`config.mk`:
```
export PLATFORM = sky130hd
export DESIGN_NAME = opc_top
export DESIGN_NICKNAME = d
export VERILOG_FILES = /design/src/hw/opc_pkg.sv /design/src/hw/opc_store.sv /design/src/hw/opc_top.sv
export SDC_FILE = /design/constraint.sdc
export NUM_CORES = 1
export LEC_CHECK = 0
export ABC_AREA = 1
export BUFFER_PORTS_ARGS = -buffer_cell sky130_fd_sc_hd__buf_2
export CAP_MARGIN = 5
export CORE_MARGIN = 8
export CORE_UTILIZATION = 58
export CTS_BUF_LIST = sky130_fd_sc_hd__clkbuf_4 sky130_fd_sc_hd__clkbuf_8
export DETAILED_ROUTE_END_ITERATION = 16
export GPL_TIMING_DRIVEN = 0
export PLACE_DENSITY = 0.89
export SLEW_MARGIN = 20
export SYNTH_ARGS = -nofsm -noshare
export SYNTH_HDL_FRONTEND = slang
export SYNTH_SLANG_ARGS = --single-unit
```
`constraint.sdc`:
```
create_clock -name sys_clk -period 1.9 [get_ports sys_clk]
set_clock_uncertainty 0.05 [all_clocks]
set_input_delay 0.475 -clock sys_clk [delete_from_list [all_inputs] [get_ports sys_clk]]
set_output_delay 0.475 -clock sys_clk [all_outputs]
set_load 0.1 [all_outputs]
```
`src/hw/opc_pkg.sv`:
```
// constants, states and carrier types of the overcurrent protection control
package opc_pkg;
    localparam int          NSW          = 4;
    localparam int          LIM_W        = 3;
    localparam logic [2:0]  LIM_HI_DEF   = 3'h4;
    localparam logic [2:0]  LIM_LO_DEF   = 3'h3;
    localparam logic [2:0]  LIM_HI_MAX   = 3'h4;
    localparam logic [2:0]  LIM_LO_MAX   = 3'h3;
    localparam int          HI_PAIR      = 2;
    localparam logic [8:0]  HIT_MAX      = 9'h100;
    localparam logic [8:0]  LS_LAST      = 9'h0ff;
    localparam logic [2:0]  CLEAN_LAST   = 3'h5;
    localparam int          CLK_MHZ      = 100;
    localparam int          OFF_TIME_US  = 20000;
    localparam int          DISCH_TIME_US = 1100;
    localparam int          OFF_CYCLES   = OFF_TIME_US * CLK_MHZ;
    localparam int          DISCH_CYCLES = DISCH_TIME_US * CLK_MHZ;
    localparam int          STORE_AW     = 2;
    localparam logic [2:0]  LOAD_END     = 3'h4;

    typedef enum logic [2:0] {
        ST_WAIT    = 3'h0,
        ST_RUN     = 3'h1,
        ST_LS_ON   = 3'h2,
        ST_LS_HOLD = 3'h3,
        ST_CUT     = 3'h4,
        ST_SKIP    = 3'h5,
        ST_DISCH   = 3'h6,
        ST_OFF     = 3'h7
    } opc_state_t;

    typedef enum logic [1:0] {
        NV_LOAD  = 2'h0,
        NV_IDLE  = 2'h1,
        NV_STORE = 2'h2
    } opc_nv_t;

    typedef struct packed {
        logic hs_gate;
        logic ls_gate;
    } opc_gate_t;

    typedef struct packed {
        logic comp_clamp;
        logic ea_tristate;
        logic comp_pull_low;
        logic ss_discharge;
        logic precharge;
        logic soft_start_go;
        logic ss_value_reset;
        logic shut_down;
    } opc_prot_t;

    typedef struct packed {
        logic                  we;
        logic [1:0]            sel;
        logic [LIM_W-1:0]      code;
    } opc_cfg_t;
endpackage : opc_pkg

```
`src/hw/opc_store.sv`:
```
// nonvolatile default store for the limit settings, registered read
module opc_store #(
    parameter int W     = 3,
    parameter int DEPTH = 4,
    parameter int AW    = 2
) (
    input  wire logic          sys_clk,
    input  wire logic          wr_en,
    input  wire logic [AW-1:0] wr_addr,
    input  wire logic [W-1:0]  wr_data,
    input  wire logic [AW-1:0] rd_addr,
    output logic      [W-1:0]  rd_data
);
    import opc_pkg::*;

    typedef logic [W-1:0] opc_image_t [DEPTH];

    // factory image; contents survive rst like the real store
    function automatic opc_image_t factory_image();
        for (int k = 0; k < DEPTH; k++) begin
            factory_image[k] = (k < HI_PAIR) ? W'(LIM_HI_DEF) : W'(LIM_LO_DEF);
        end
    endfunction : factory_image

    // initialiser, not a second process, so the clocked write stays the only driver
    opc_image_t mem = factory_image();

    initial begin
        if (DEPTH > (1 << AW) || W < LIM_W) begin
            $error("opc_store: bad geometry");
        end
    end

    always_ff @(posedge sys_clk) begin
        if (wr_en) begin
            mem[wr_addr] <= wr_data;
        end
        rd_data <= mem[rd_addr];
    end
endmodule : opc_store

```
`src/hw/opc_top.sv`:
```
// overcurrent protection control for four buck switchers
module opc_top
    import opc_pkg::*;
#(
    parameter int OFF_CNT   = OFF_CYCLES,
    parameter int DISCH_CNT = DISCH_CYCLES
) (
    input  wire logic                 sys_clk,
    input  wire logic                 rst,
    input  wire logic                 cycle_tick,
    input  wire logic [NSW-1:0]       cur_over,
    input  wire logic [NSW-1:0]       pwm_end,
    input  wire logic [NSW-1:0]       soft_start_active,
    input  wire logic [1:0]           share_pair,
    input  wire logic                 digital_soft_start,
    input  wire opc_pkg::opc_cfg_t    cfg,
    input  wire logic                 store_cmd,
    output opc_pkg::opc_gate_t        gate [NSW],
    output opc_pkg::opc_prot_t        prot [NSW],
    output logic [LIM_W-1:0]          peak_current_limit [NSW],
    output logic                      load_done,
    output logic                      store_busy
);
    import opc_pkg::*;

    localparam int TW = $clog2(OFF_CNT + 1);
    localparam int PW = 3 * NSW + 3;

    initial begin
        if (DISCH_CNT < 1 || OFF_CNT <= DISCH_CNT) begin
            $error("opc_top: off time must exceed discharge time");
        end
    end

    // two-flop synchroniser for all analog comparator and strap pins
    logic [PW-1:0] pin_meta;
    logic [PW-1:0] pin_sync;

    always_ff @(posedge sys_clk) begin
        if (rst) begin
            pin_meta <= '0;
            pin_sync <= '0;
        end else begin
            pin_meta <= {digital_soft_start, share_pair, soft_start_active, pwm_end, cur_over};
            pin_sync <= pin_meta;
        end
    end

    logic [NSW-1:0] over_s;
    logic [NSW-1:0] end_s;
    logic [NSW-1:0] ss_s;
    logic [1:0]     share_s;
    logic           dss_s;

    assign over_s  = pin_sync[NSW-1:0];
    assign end_s   = pin_sync[2*NSW-1:NSW];
    assign ss_s    = pin_sync[3*NSW-1:2*NSW];
    assign share_s = pin_sync[3*NSW+1:3*NSW];
    assign dss_s   = pin_sync[3*NSW+2];

    // legal limit codes differ between the two switcher pairs
    function automatic logic code_ok(input logic [1:0] sel, input logic [LIM_W-1:0] code);
        code_ok = (int'(sel) < HI_PAIR) ? (code <= LIM_HI_MAX) : (code <= LIM_LO_MAX);
    endfunction : code_ok

    // settings load, host writes and store copy
    opc_nv_t             nv_st;
    logic [2:0]          nv_idx;
    logic                nv_ready;
    logic                st_wr;
    logic [STORE_AW-1:0] st_addr;
    logic [LIM_W-1:0]    st_wdata;
    logic [LIM_W-1:0]    st_rdata;
    logic [1:0]          ld_sel;

    assign ld_sel   = 2'(nv_idx - 3'h1);
    assign st_wr    = (nv_st == NV_STORE);
    assign st_addr  = nv_idx[STORE_AW-1:0];
    assign st_wdata = peak_current_limit[nv_idx[1:0]];

    opc_store #(
        .W     (LIM_W),
        .DEPTH (NSW),
        .AW    (STORE_AW)
    ) u_store (
        .sys_clk (sys_clk),
        .wr_en   (st_wr),
        .wr_addr (st_addr),
        .wr_data (st_wdata),
        .rd_addr (st_addr),
        .rd_data (st_rdata)
    );

    always_ff @(posedge sys_clk) begin
        if (rst) begin
            nv_st      <= NV_LOAD;
            nv_idx     <= '0;
            nv_ready   <= 1'b0;
            load_done  <= 1'b0;
            store_busy <= 1'b0;
            for (int k = 0; k < NSW; k++) begin
                peak_current_limit[k] <= (k < HI_PAIR) ? LIM_HI_DEF : LIM_LO_DEF;
            end
        end else begin
            unique case (nv_st)
                NV_LOAD: begin
                    // read data lags the address by one cycle
                    if (nv_idx != 3'h0) begin
                        if (code_ok(ld_sel, st_rdata)) begin
                            peak_current_limit[ld_sel] <= st_rdata;
                        end
                    end
                    if (nv_idx == LOAD_END) begin
                        nv_st     <= NV_IDLE;
                        nv_idx    <= '0;
                        nv_ready  <= 1'b1;
                        load_done <= 1'b1;
                    end else begin
                        nv_idx <= nv_idx + 3'h1;
                    end
                end
                NV_IDLE: begin
                    if (store_cmd) begin
                        nv_st      <= NV_STORE;
                        nv_idx     <= '0;
                        store_busy <= 1'b1;
                    end else if (cfg.we && code_ok(cfg.sel, cfg.code)) begin
                        peak_current_limit[cfg.sel] <= cfg.code;
                    end
                end
                NV_STORE: begin
                    // host writes are ignored while the copy runs
                    if (nv_idx == LOAD_END - 3'h1) begin
                        nv_st      <= NV_IDLE;
                        nv_idx     <= '0;
                        store_busy <= 1'b0;
                    end else begin
                        nv_idx <= nv_idx + 3'h1;
                    end
                end
                default: begin
                    nv_st <= NV_IDLE;
                end
            endcase
        end
    end

    logic [NSW-1:0] shut_now;

    for (genvar i = 0; i < NSW; i++) begin : g_sw
        localparam int P = i ^ 1;

        opc_state_t    st;
        logic [8:0]    hs_cnt;
        logic [8:0]    ls_cnt;
        logic [2:0]    clean;
        logic          ls_evt;
        logic [TW-1:0] timer;
        logic          det;
        logic          hit;
        logic          ls_hit;
        logic          pair_shut;
        logic          shared;
        logic          evt;

        assign shared    = share_s[i/2];
        assign det       = nv_ready & ~ss_s[i];
        assign hit       = det & over_s[i] & (st == ST_RUN);
        assign ls_hit    = det & over_s[i] & (st == ST_LS_ON);
        assign shut_now[i] = (hit && hs_cnt == HIT_MAX) || (ls_hit && ls_cnt == LS_LAST);
        assign pair_shut = shut_now[i] | (shared & shut_now[P]);
        assign evt       = (st == ST_CUT) || (st == ST_SKIP) || (st == ST_LS_HOLD);

        always_ff @(posedge sys_clk) begin
            if (rst) begin
                st      <= ST_WAIT;
                timer   <= '0;
                gate[i] <= '0;
                prot[i] <= '0;
            end else begin
                prot[i].precharge      <= 1'b0;
                prot[i].soft_start_go  <= 1'b0;
                prot[i].ss_value_reset <= 1'b0;
                prot[i].comp_clamp     <= evt & ~shared;
                prot[i].ea_tristate    <= evt & shared;
                if (!nv_ready) begin
                    st      <= ST_WAIT;
                    gate[i] <= '0;
                end else if (pair_shut && st != ST_DISCH && st != ST_OFF) begin
                    st                     <= ST_DISCH;
                    timer                  <= '0;
                    gate[i]                <= '0;
                    prot[i].comp_pull_low  <= 1'b1;
                    prot[i].ss_discharge   <= 1'b1;
                    prot[i].ss_value_reset <= dss_s;
                    prot[i].shut_down      <= 1'b1;
                    prot[i].comp_clamp     <= 1'b0;
                    prot[i].ea_tristate    <= 1'b0;
                end else begin
                    unique case (st)
                        ST_WAIT: begin
                            if (cycle_tick) begin
                                st      <= ST_RUN;
                                gate[i] <= '{hs_gate: 1'b1, ls_gate: 1'b0};
                            end
                        end
                        ST_RUN: begin
                            if (hit) begin
                                st      <= ST_CUT;
                                gate[i] <= '0;
                            end else if (!cycle_tick && end_s[i]) begin
                                st      <= ST_LS_ON;
                                gate[i] <= '{hs_gate: 1'b0, ls_gate: 1'b1};
                            end
                        end
                        ST_LS_ON: begin
                            if (ls_hit) begin
                                st <= ST_LS_HOLD;
                            end else if (cycle_tick) begin
                                st      <= ST_RUN;
                                gate[i] <= '{hs_gate: 1'b1, ls_gate: 1'b0};
                            end
                        end
                        ST_LS_HOLD: begin
                            // low side stays on until a tick finds the current below limit
                            if (cycle_tick && !over_s[i]) begin
                                st      <= ST_RUN;
                                gate[i] <= '{hs_gate: 1'b1, ls_gate: 1'b0};
                            end
                        end
                        ST_CUT: begin
                            if (cycle_tick) begin
                                st <= ST_SKIP;
                            end
                        end
                        ST_SKIP: begin
                            if (cycle_tick && !over_s[i]) begin
                                st      <= ST_RUN;
                                gate[i] <= '{hs_gate: 1'b1, ls_gate: 1'b0};
                            end
                        end
                        ST_DISCH: begin
                            timer <= timer + 1'b1;
                            if (timer == TW'(DISCH_CNT - 1)) begin
                                st                    <= ST_OFF;
                                prot[i].comp_pull_low <= 1'b0;
                                prot[i].ss_discharge  <= 1'b0;
                            end
                        end
                        ST_OFF: begin
                            timer <= timer + 1'b1;
                            if (timer == TW'(OFF_CNT - 1)) begin
                                st                    <= ST_WAIT;
                                prot[i].precharge     <= 1'b1;
                                prot[i].soft_start_go <= 1'b1;
                                prot[i].shut_down     <= 1'b0;
                            end
                        end
                    endcase
                end
            end
        end

        // event counters; soft-start and shutdown hold them cleared
        always_ff @(posedge sys_clk) begin
            if (rst || !det || st == ST_DISCH || st == ST_OFF) begin
                hs_cnt <= '0;
                ls_cnt <= '0;
                clean  <= '0;
                ls_evt <= 1'b0;
            end else begin
                if (hit) begin
                    hs_cnt <= hs_cnt + 9'h001;
                end else if (cycle_tick && (st == ST_RUN || st == ST_LS_ON)) begin
                    hs_cnt <= '0;
                end
                if (ls_hit) begin
                    ls_cnt <= ls_cnt + 9'h001;
                end
                if (cycle_tick) begin
                    // an event in the tick cycle still counts against the clean run
                    ls_evt <= 1'b0;
                    if (ls_evt || ls_hit) begin
                        clean <= '0;
                    end else if (clean == CLEAN_LAST) begin
                        clean  <= '0;
                        ls_cnt <= '0;
                    end else begin
                        clean <= clean + 3'h1;
                    end
                end else if (ls_hit) begin
                    ls_evt <= 1'b1;
                end
            end
        end
    end
endmodule : opc_top

```
* After elaboration in Yosys (flattened, before gate mapping) *
Memories as Yosys holds them, arrays and structs flattened. A register that Yosys moved wholly into a read port is not among the register bits.
Cells that the tools add are included.

word-level totals
  register bits = 273
  memory bits (writable) = 12
  logic and storage cells = 610
  input port bits = 25
  memories kept = 1

cells by class
  multiplexer cells = 178
  $lt $le $gt $ge = 11
  reduce and logical (&&, ||, !) cells = 163
  eq/ne operators = 111
  bitwise logic cells = 50
  add/sub/neg operators = 18

memories
  name         words  bits a word  read ports  clocked after memory_dff  write ports  RTL line         text
  u_store.mem  4      3            1           1                         1            opc_store.sv:26  opc_image_t mem = factory_image();

operators by type and width
  cell                   number
  $mux 9                 24
  $mux 21                8
  $mux 3                 48
  $mux 2                 51
  $add 21x1->21 const B  4
  $eq 21x17->1 const B   4
  $eq 21x21->1 const B   4
  $pmux 3 s7             4
  $add 9x1->9 const B    8
  $eq 3x3->1 const B     21
  $reduce_bool 2->1      26
  $ne 3x3->1 const B     17
  $mux 12                4
  $reduce_and 5->1       9
  $ne 2x2->1 const B     22
  $eq 9x8->1 const B     4
  $eq 9x9->1 const B     4
  $logic_or 1x1->1       32
  $mux 8                 4
  $pmux 2 s4             4
  $logic_and 1x1->1      31
  $reduce_and 3->1       10
  $and 1x1->1            28
  $eq 3x2->1 const B     9
  other kinds (36)       151

* Logic depth before layout (Yosys ltp) *
  depth after elaboration = 12
  mapped depth = 16

* Modules after synthesis *
From an unflattened synthesis, not the netlist that was laid out.

second synthesis, totals
  cell total of the unflattened synthesis = 2159
  area total of the unflattened synthesis = 14741.6 µm²

by module, submodules not included
  module     cells each  area an instance (µm²)  instances
  opc_top    2102        14151.1                 1
  opc_store  57          590.6                   1

* Least setup slack after synthesis *
No wires, ideal clock.

  path type = flip-flop to flip-flop
  start point = register nv_ready
  end point = register g_sw[2].timer[19]
  stages on the path, launching flop included = 13
  setup time = 0.128 ns
  path slack = -0.631 ns
  data arrival time = 2.354 ns
  required time = 1.722 ns
  period minus slack after synthesis = 2.531 ns
  cell sequence = dfxtp_1 -> nand3_1 -> nor2_4 -> nand2_1 -> nand2_1 -> nand2_1 -> nand2_1 -> nand2_1 -> buf_2 -> nand2_1 -> nor2_1 -> nor2_1 -> nor2_1

between the ends
  word-level cells in the longest chain between the ends = 11
  elaborated cells between the ends (all ways) = 21
  those cells by class = mux (1); bitwise (10); reduce/logical (10)

ends and longest elaborated chain
  item                                   RTL line                        text
  start: declaration                     opc_top.sv:69                   logic nv_ready;
  start signal: assignment               opc_top.sv:98                   nv_ready <= 1'b0;
  start signal: assignment               opc_top.sv:116                  nv_ready <= 1'b1;
  $and 1x1->1                            opc_top.sv:167                  assign det = nv_ready & ~ss_s[i];
  $and 1x1->1                            opc_top.sv:168, opc_top.sv:169
  $and 1x1->1, on equally long branches  opc_top.sv:168, opc_top.sv:169
  $logic_and 1x1->1                      opc_top.sv:170                  assign shut_now[i] = (hit && hs_cnt == HIT_MAX) || (ls_hit && ls_cnt == LS_LAST);
  $logic_or 1x1->1                       opc_top.sv:170
  $and 1x1->1                            opc_top.sv:171                  assign pair_shut = shut_now[i] | (shared & shut_now[P]);
  $or 1x1->1                             opc_top.sv:171
  $logic_and 1x1->1 (2 in series)        opc_top.sv:189                  end else if (pair_shut && st != ST_DISCH && st != ST_OFF) begin
  $reduce_bool 2->1 (no line)            n/a
  $reduce_and 2->1 (no line)             n/a
  end signal: assignment                 opc_top.sv:243                  timer <= timer + 1'b1;
  end signal: assignment                 opc_top.sv:251                  timer <= timer + 1'b1;
  end: declaration                       opc_top.sv:158                  logic [TW-1:0] timer;

Several ways; a longest one is shown, not always the timed one.
A chain may end at the register's enable or synchronous reset.

* Worst setup path after layout *
  start point = register g_sw[0].st[2]
  end point = register g_sw[1].timer[20]

between the ends
  word-level cells in the longest chain between the ends = 10
  elaborated cells between the ends (all ways) = 14
  those cells by class = eq/ne (2); mux (1); bitwise (4); reduce/logical (7)

ends and longest elaborated chain
  item                                             RTL line                        text
  start: declaration                               opc_top.sv:153                  opc_state_t st;
  start signal: assignment                         opc_top.sv:176                  st <= ST_WAIT;
  start signal: assignment                         opc_top.sv:187                  st <= ST_WAIT;
  start signal: assignment                         opc_top.sv:190                  st <= ST_DISCH;
  $eq 3x1->1 / $eq 3x2->1 (equally long branches)  opc_top.sv:168, opc_top.sv:169
  $and 1x1->1, on equally long branches            opc_top.sv:168, opc_top.sv:169
  $logic_and 1x1->1                                opc_top.sv:170
  $logic_or 1x1->1 *                               opc_top.sv:170
  $and 1x1->1 *                                    opc_top.sv:171
  $or 1x1->1 *                                     opc_top.sv:171
  $logic_and 1x1->1 * (2 in series)                opc_top.sv:189
  $reduce_bool 2->1 (no line)                      n/a
  $reduce_and 2->1 (no line)                       n/a
  end signal: assignment                           opc_top.sv:243
  end signal: assignment                           opc_top.sv:251
  end: declaration                                 opc_top.sv:158

Mark *: on every way between the ends. The rest lies on a longest branch, timed or not.

==> reports/results.ini <==
[detailed_routing]
via_per_inst=6.26
detail_route.wirelength_um=56600
dr.first_iter.drc_count=2474
first_pass_iters=9
wire_per_inst_um=20.1
vias=17600
drc=0
antenna_left=0

[synthesis]
synth_top_area_share_pct=36.2
ys.flop_type=dfxtp_1
synth_seq_area_share_pct=38.6
synth.distinct_cells=55
syn_nets=2250
ys_seq_elements=280
synthTopCellsByArea=dfxtp_1 (36%), nand2_1 (12%), nor2_1 (8.4%)
netlist_instances=2194
yosys_warnings=0
synth_top_area_cell=dfxtp_1
avgSynthCellArea_um2=6.76
synth-edff-count=12
async_flop_share_pct=0
netlist_area_mm2=0.0148

[power_and_ir_drop]
power.leakage_nw=7.88
vdd_drop_max_v=0.00120
p_int_w=0.0107
swShare_pct=31.8
power_switching_w=0.00501
combPwrFrac_pct=18.5
clockPowerShare_pct=41.0
powerDensity_mw_per_mm2=784
seq_power_share_pct=40.5

[worst_hold_path]
holdPathStages=3
hold_class=in -> reg
hold_start=pwm_end[0]
hold_path_end=pin_meta[4]

[clock_tree]
cts_inserted_buffers=48
clk_path_buf_depth=3
clockRootBuffer=clkbuf_8
htreeDepth=2
ctsHoldBuffers=0
clock_sinks=280
clk_pin_slew_ns=0.08
cts_tree=built
clock_latency_ns=0.60

[timing]
finalMaxSlewViolations=0
period_needed_ns=2.31
rsz0062_at_grt=yes
finalCritPeriodShare_pct=121
tightest_slew_ns=0.884
max_freq_ghz=0.433
slew_headroom_pct=41.1
setup_slack_ns=-0.408
hold_slack_ns=0.0558
setup_viol=143
hold_viol=0

[worst_setup_path]
rr_startpoint=g_sw[0].st[2]
max_stage_delay_ns=0.39
r2r_slack_ns=-0.41
critPathLaunchType=register
crit_start=g_sw[0].st[2]
r2r-end=g_sw[1].timer[20]
r2r_cells=13
crit_top_cell=nand2_4
worstPathMaxFanout=10
slowest_stage=dfxtp_1
crit_chain=inv_2 -> nand3_2 -> nor2_4 -> nand2_2 -> nand2_4 -> nand2_4 -> nand3_4 -> nand2_8 -> clkinv_8 -> buf_12 -> buf_8 -> nand3_1 -> a21oi_1
end_kind=register
critical_path_required_ns=2.37
crit_type=reg -> reg
cp.arrival_ns=2.77

[floorplan]
die_h_um=176
row_count=58
die_area_mm2=0.0309
initial_utilization_pct=59.0
core_mm2=0.0251
ioPinCount=79
die_w_um=176

[placed_design]
io_buffers=77
postPlaceCellArea_mm2=0.0156
hpwl_um=30400
dpl_worst_slack_ns=-0.674
gp_congestion=0.957

[run_status]
violations=negative setup slack
status=finished with violations

[grt]
grt_usage_pct=29.2
grt-ovfl-total=0
grt_max_degree=14
grt_pass1_vias=15500
grt_pass1_wl_um=75300
antenna_found_initial=1

[finish]
fillCellCount=1497
fin_util_pct=79.9
drive_gt1_share_pct=28.9
finalInstanceArea_mm2=0.0201
multi_input_area_mm2=0.00928
finalNetCount=2493
area_delta_synth_final_pct=35.4
seq_area_mm2=0.00577

[job]
drv_cap=0

==> cells in the final DEF, fill, tap and decap left out, types with 17 or more instances in the layout <==
master,count
o22ai_1,19
buf_2,42
ha_1,17
o21ai_0,59
nor2_1,292
clkbuf_8,64
dfxtp_2,20
nand2_2,43
xor2_1,41
nand3_4,27
nand2_4,29
nor2_2,24
nor3_1,42
inv_2,22
inv_1,274
nand2_1,412
a21oi_2,62
buf_4,121
nand4_1,62
buf_6,29
a21oi_1,86
nand3_2,38
dfxtp_1,243
clkbuf_2,18
nand3_1,106
nor2_4,25
==> kinds of logic after synthesis <==
logic type      after synthesis  synth area share, %
compound gates              296                 11.5
flops                       280                 38.6
buf+inv                     377                 10.2
simple gates               1155                 33.8
fa+ha+maj                    31                 2.62
xor+xnor                     55                 3.25
==> stage by stage <==
stage | setup TNS, ns | total power (W) | std cells
final | -24.00 | 0.0157 | 2808
after global routing | -34.61 | 0.0162 | 2807
after CTS | -5.08 | 0.0152 | 2757
after detailed placement | -81.94 | 0.00872 | 2601
after global placement | -71.41 | 0.00866 | 2601
after floorplan | 0 | 0.00810 | 2194
==> how the worst max path moves through the flow <==
stage	to
after global routing	g_sw[2].st[2]
after detailed placement	peak_current_limit[2]
after global placement	pin_meta[5]
final	g_sw[1].timer[20]
after CTS	g_sw[1].timer[16]
after floorplan	prot[21]
==> final cells by class <==
class	count	share of cell area, %
buffer	64	2.54
timing repair buffer	196	8.60
clock inverter	20	1.03
antenna	1	0.0125
tap	330	2.06
sequential	280	28.7
inverter	310	6.16
clock buffer	70	4.61
multi-input combinational	1537	46.2
==> worst max-delay path: cells and delay by family, from the launching register on <==
kind            cells  cell delay [ns]
compound gates      1             0.17
buf+inv             4             0.48
flops               1             0.39
simple gates        8             1.13
==> metal layers <==
layer | part of all wire, % | up-vias | global-route usage, % | wire length [µm]
li1 | - | 7602 | - | -
met1 | 35 | 7991 | 35.4 | 19900
met3 | 12 | 498 | 5.65 | 6770
met2 | 45 | 1476 | 48.2 | 25500
met5 | 0.018 | - | 0 | 10
met4 | 7.8 | 2 | 15.5 | 4410
==> power by group through the flow <==
| stage | Clock, W | Combinational (W) | Sequential [W] |
|---|---|---|---|
| finish | 0.00645 | 0.00292 | 0.00637 |
| global route | 0.00671 | 0.00309 | 0.00638 |
| CTS | 0.00635 | 0.00246 | 0.00638 |
| detailed placement | 0 | 0.00224 | 0.00648 |
| global placement | 0 | 0.00219 | 0.00647 |
| floorplan | 0 | 0.00122 | 0.00688 |
==> registers in the layout, summed over array words and instances (netlist names) <==
| signal | flops |
|---|---|
| g_sw.timer | 84 |
| g_sw.hs_cnt | 36 |
| g_sw.ls_cnt | 36 |
| prot | 24 |
| pin_meta | 15 |
| pin_sync | 15 |
| g_sw.clean | 12 |
| g_sw.st | 12 |
| peak_current_limit | 12 |
| u_store.mem | 12 |
| gate | 8 |
| g_sw.ls_evt | 4 |
| nv_idx | 3 |
| u_store.rd_data | 3 |
| nv_st | 2 |
| nv_ready | 1 |
| store_busy | 1 |
==> cells in the mapped netlist (all sizes together), types with 4 or more instances <==
cell type and count:
a221oi 8, nand2 494, o22ai 19, inv 306
a21oi 149, o31ai 5, or2 6, dfxtp 268
nand3b 6, xnor2 14, buf 36, ha 31
clkbuf 31, nor3 58, nor2 341, a211oi 16
nand4 62, xor2 41, nand3 171, a31oi 6
nand2b 4, o21ai 74, clkinv 4, edfxtp 12
nor4 8
==> timing repair <==
action / CTS / global route
pin swaps: 65 / 116
cloned: 11 / 5
gates resized for setup: 283 / 352
endpoints found under the setup margin: 229 / 217
buffers inserted: 57 / 50
Note: power is estimated with default switching activity, not from simulation.
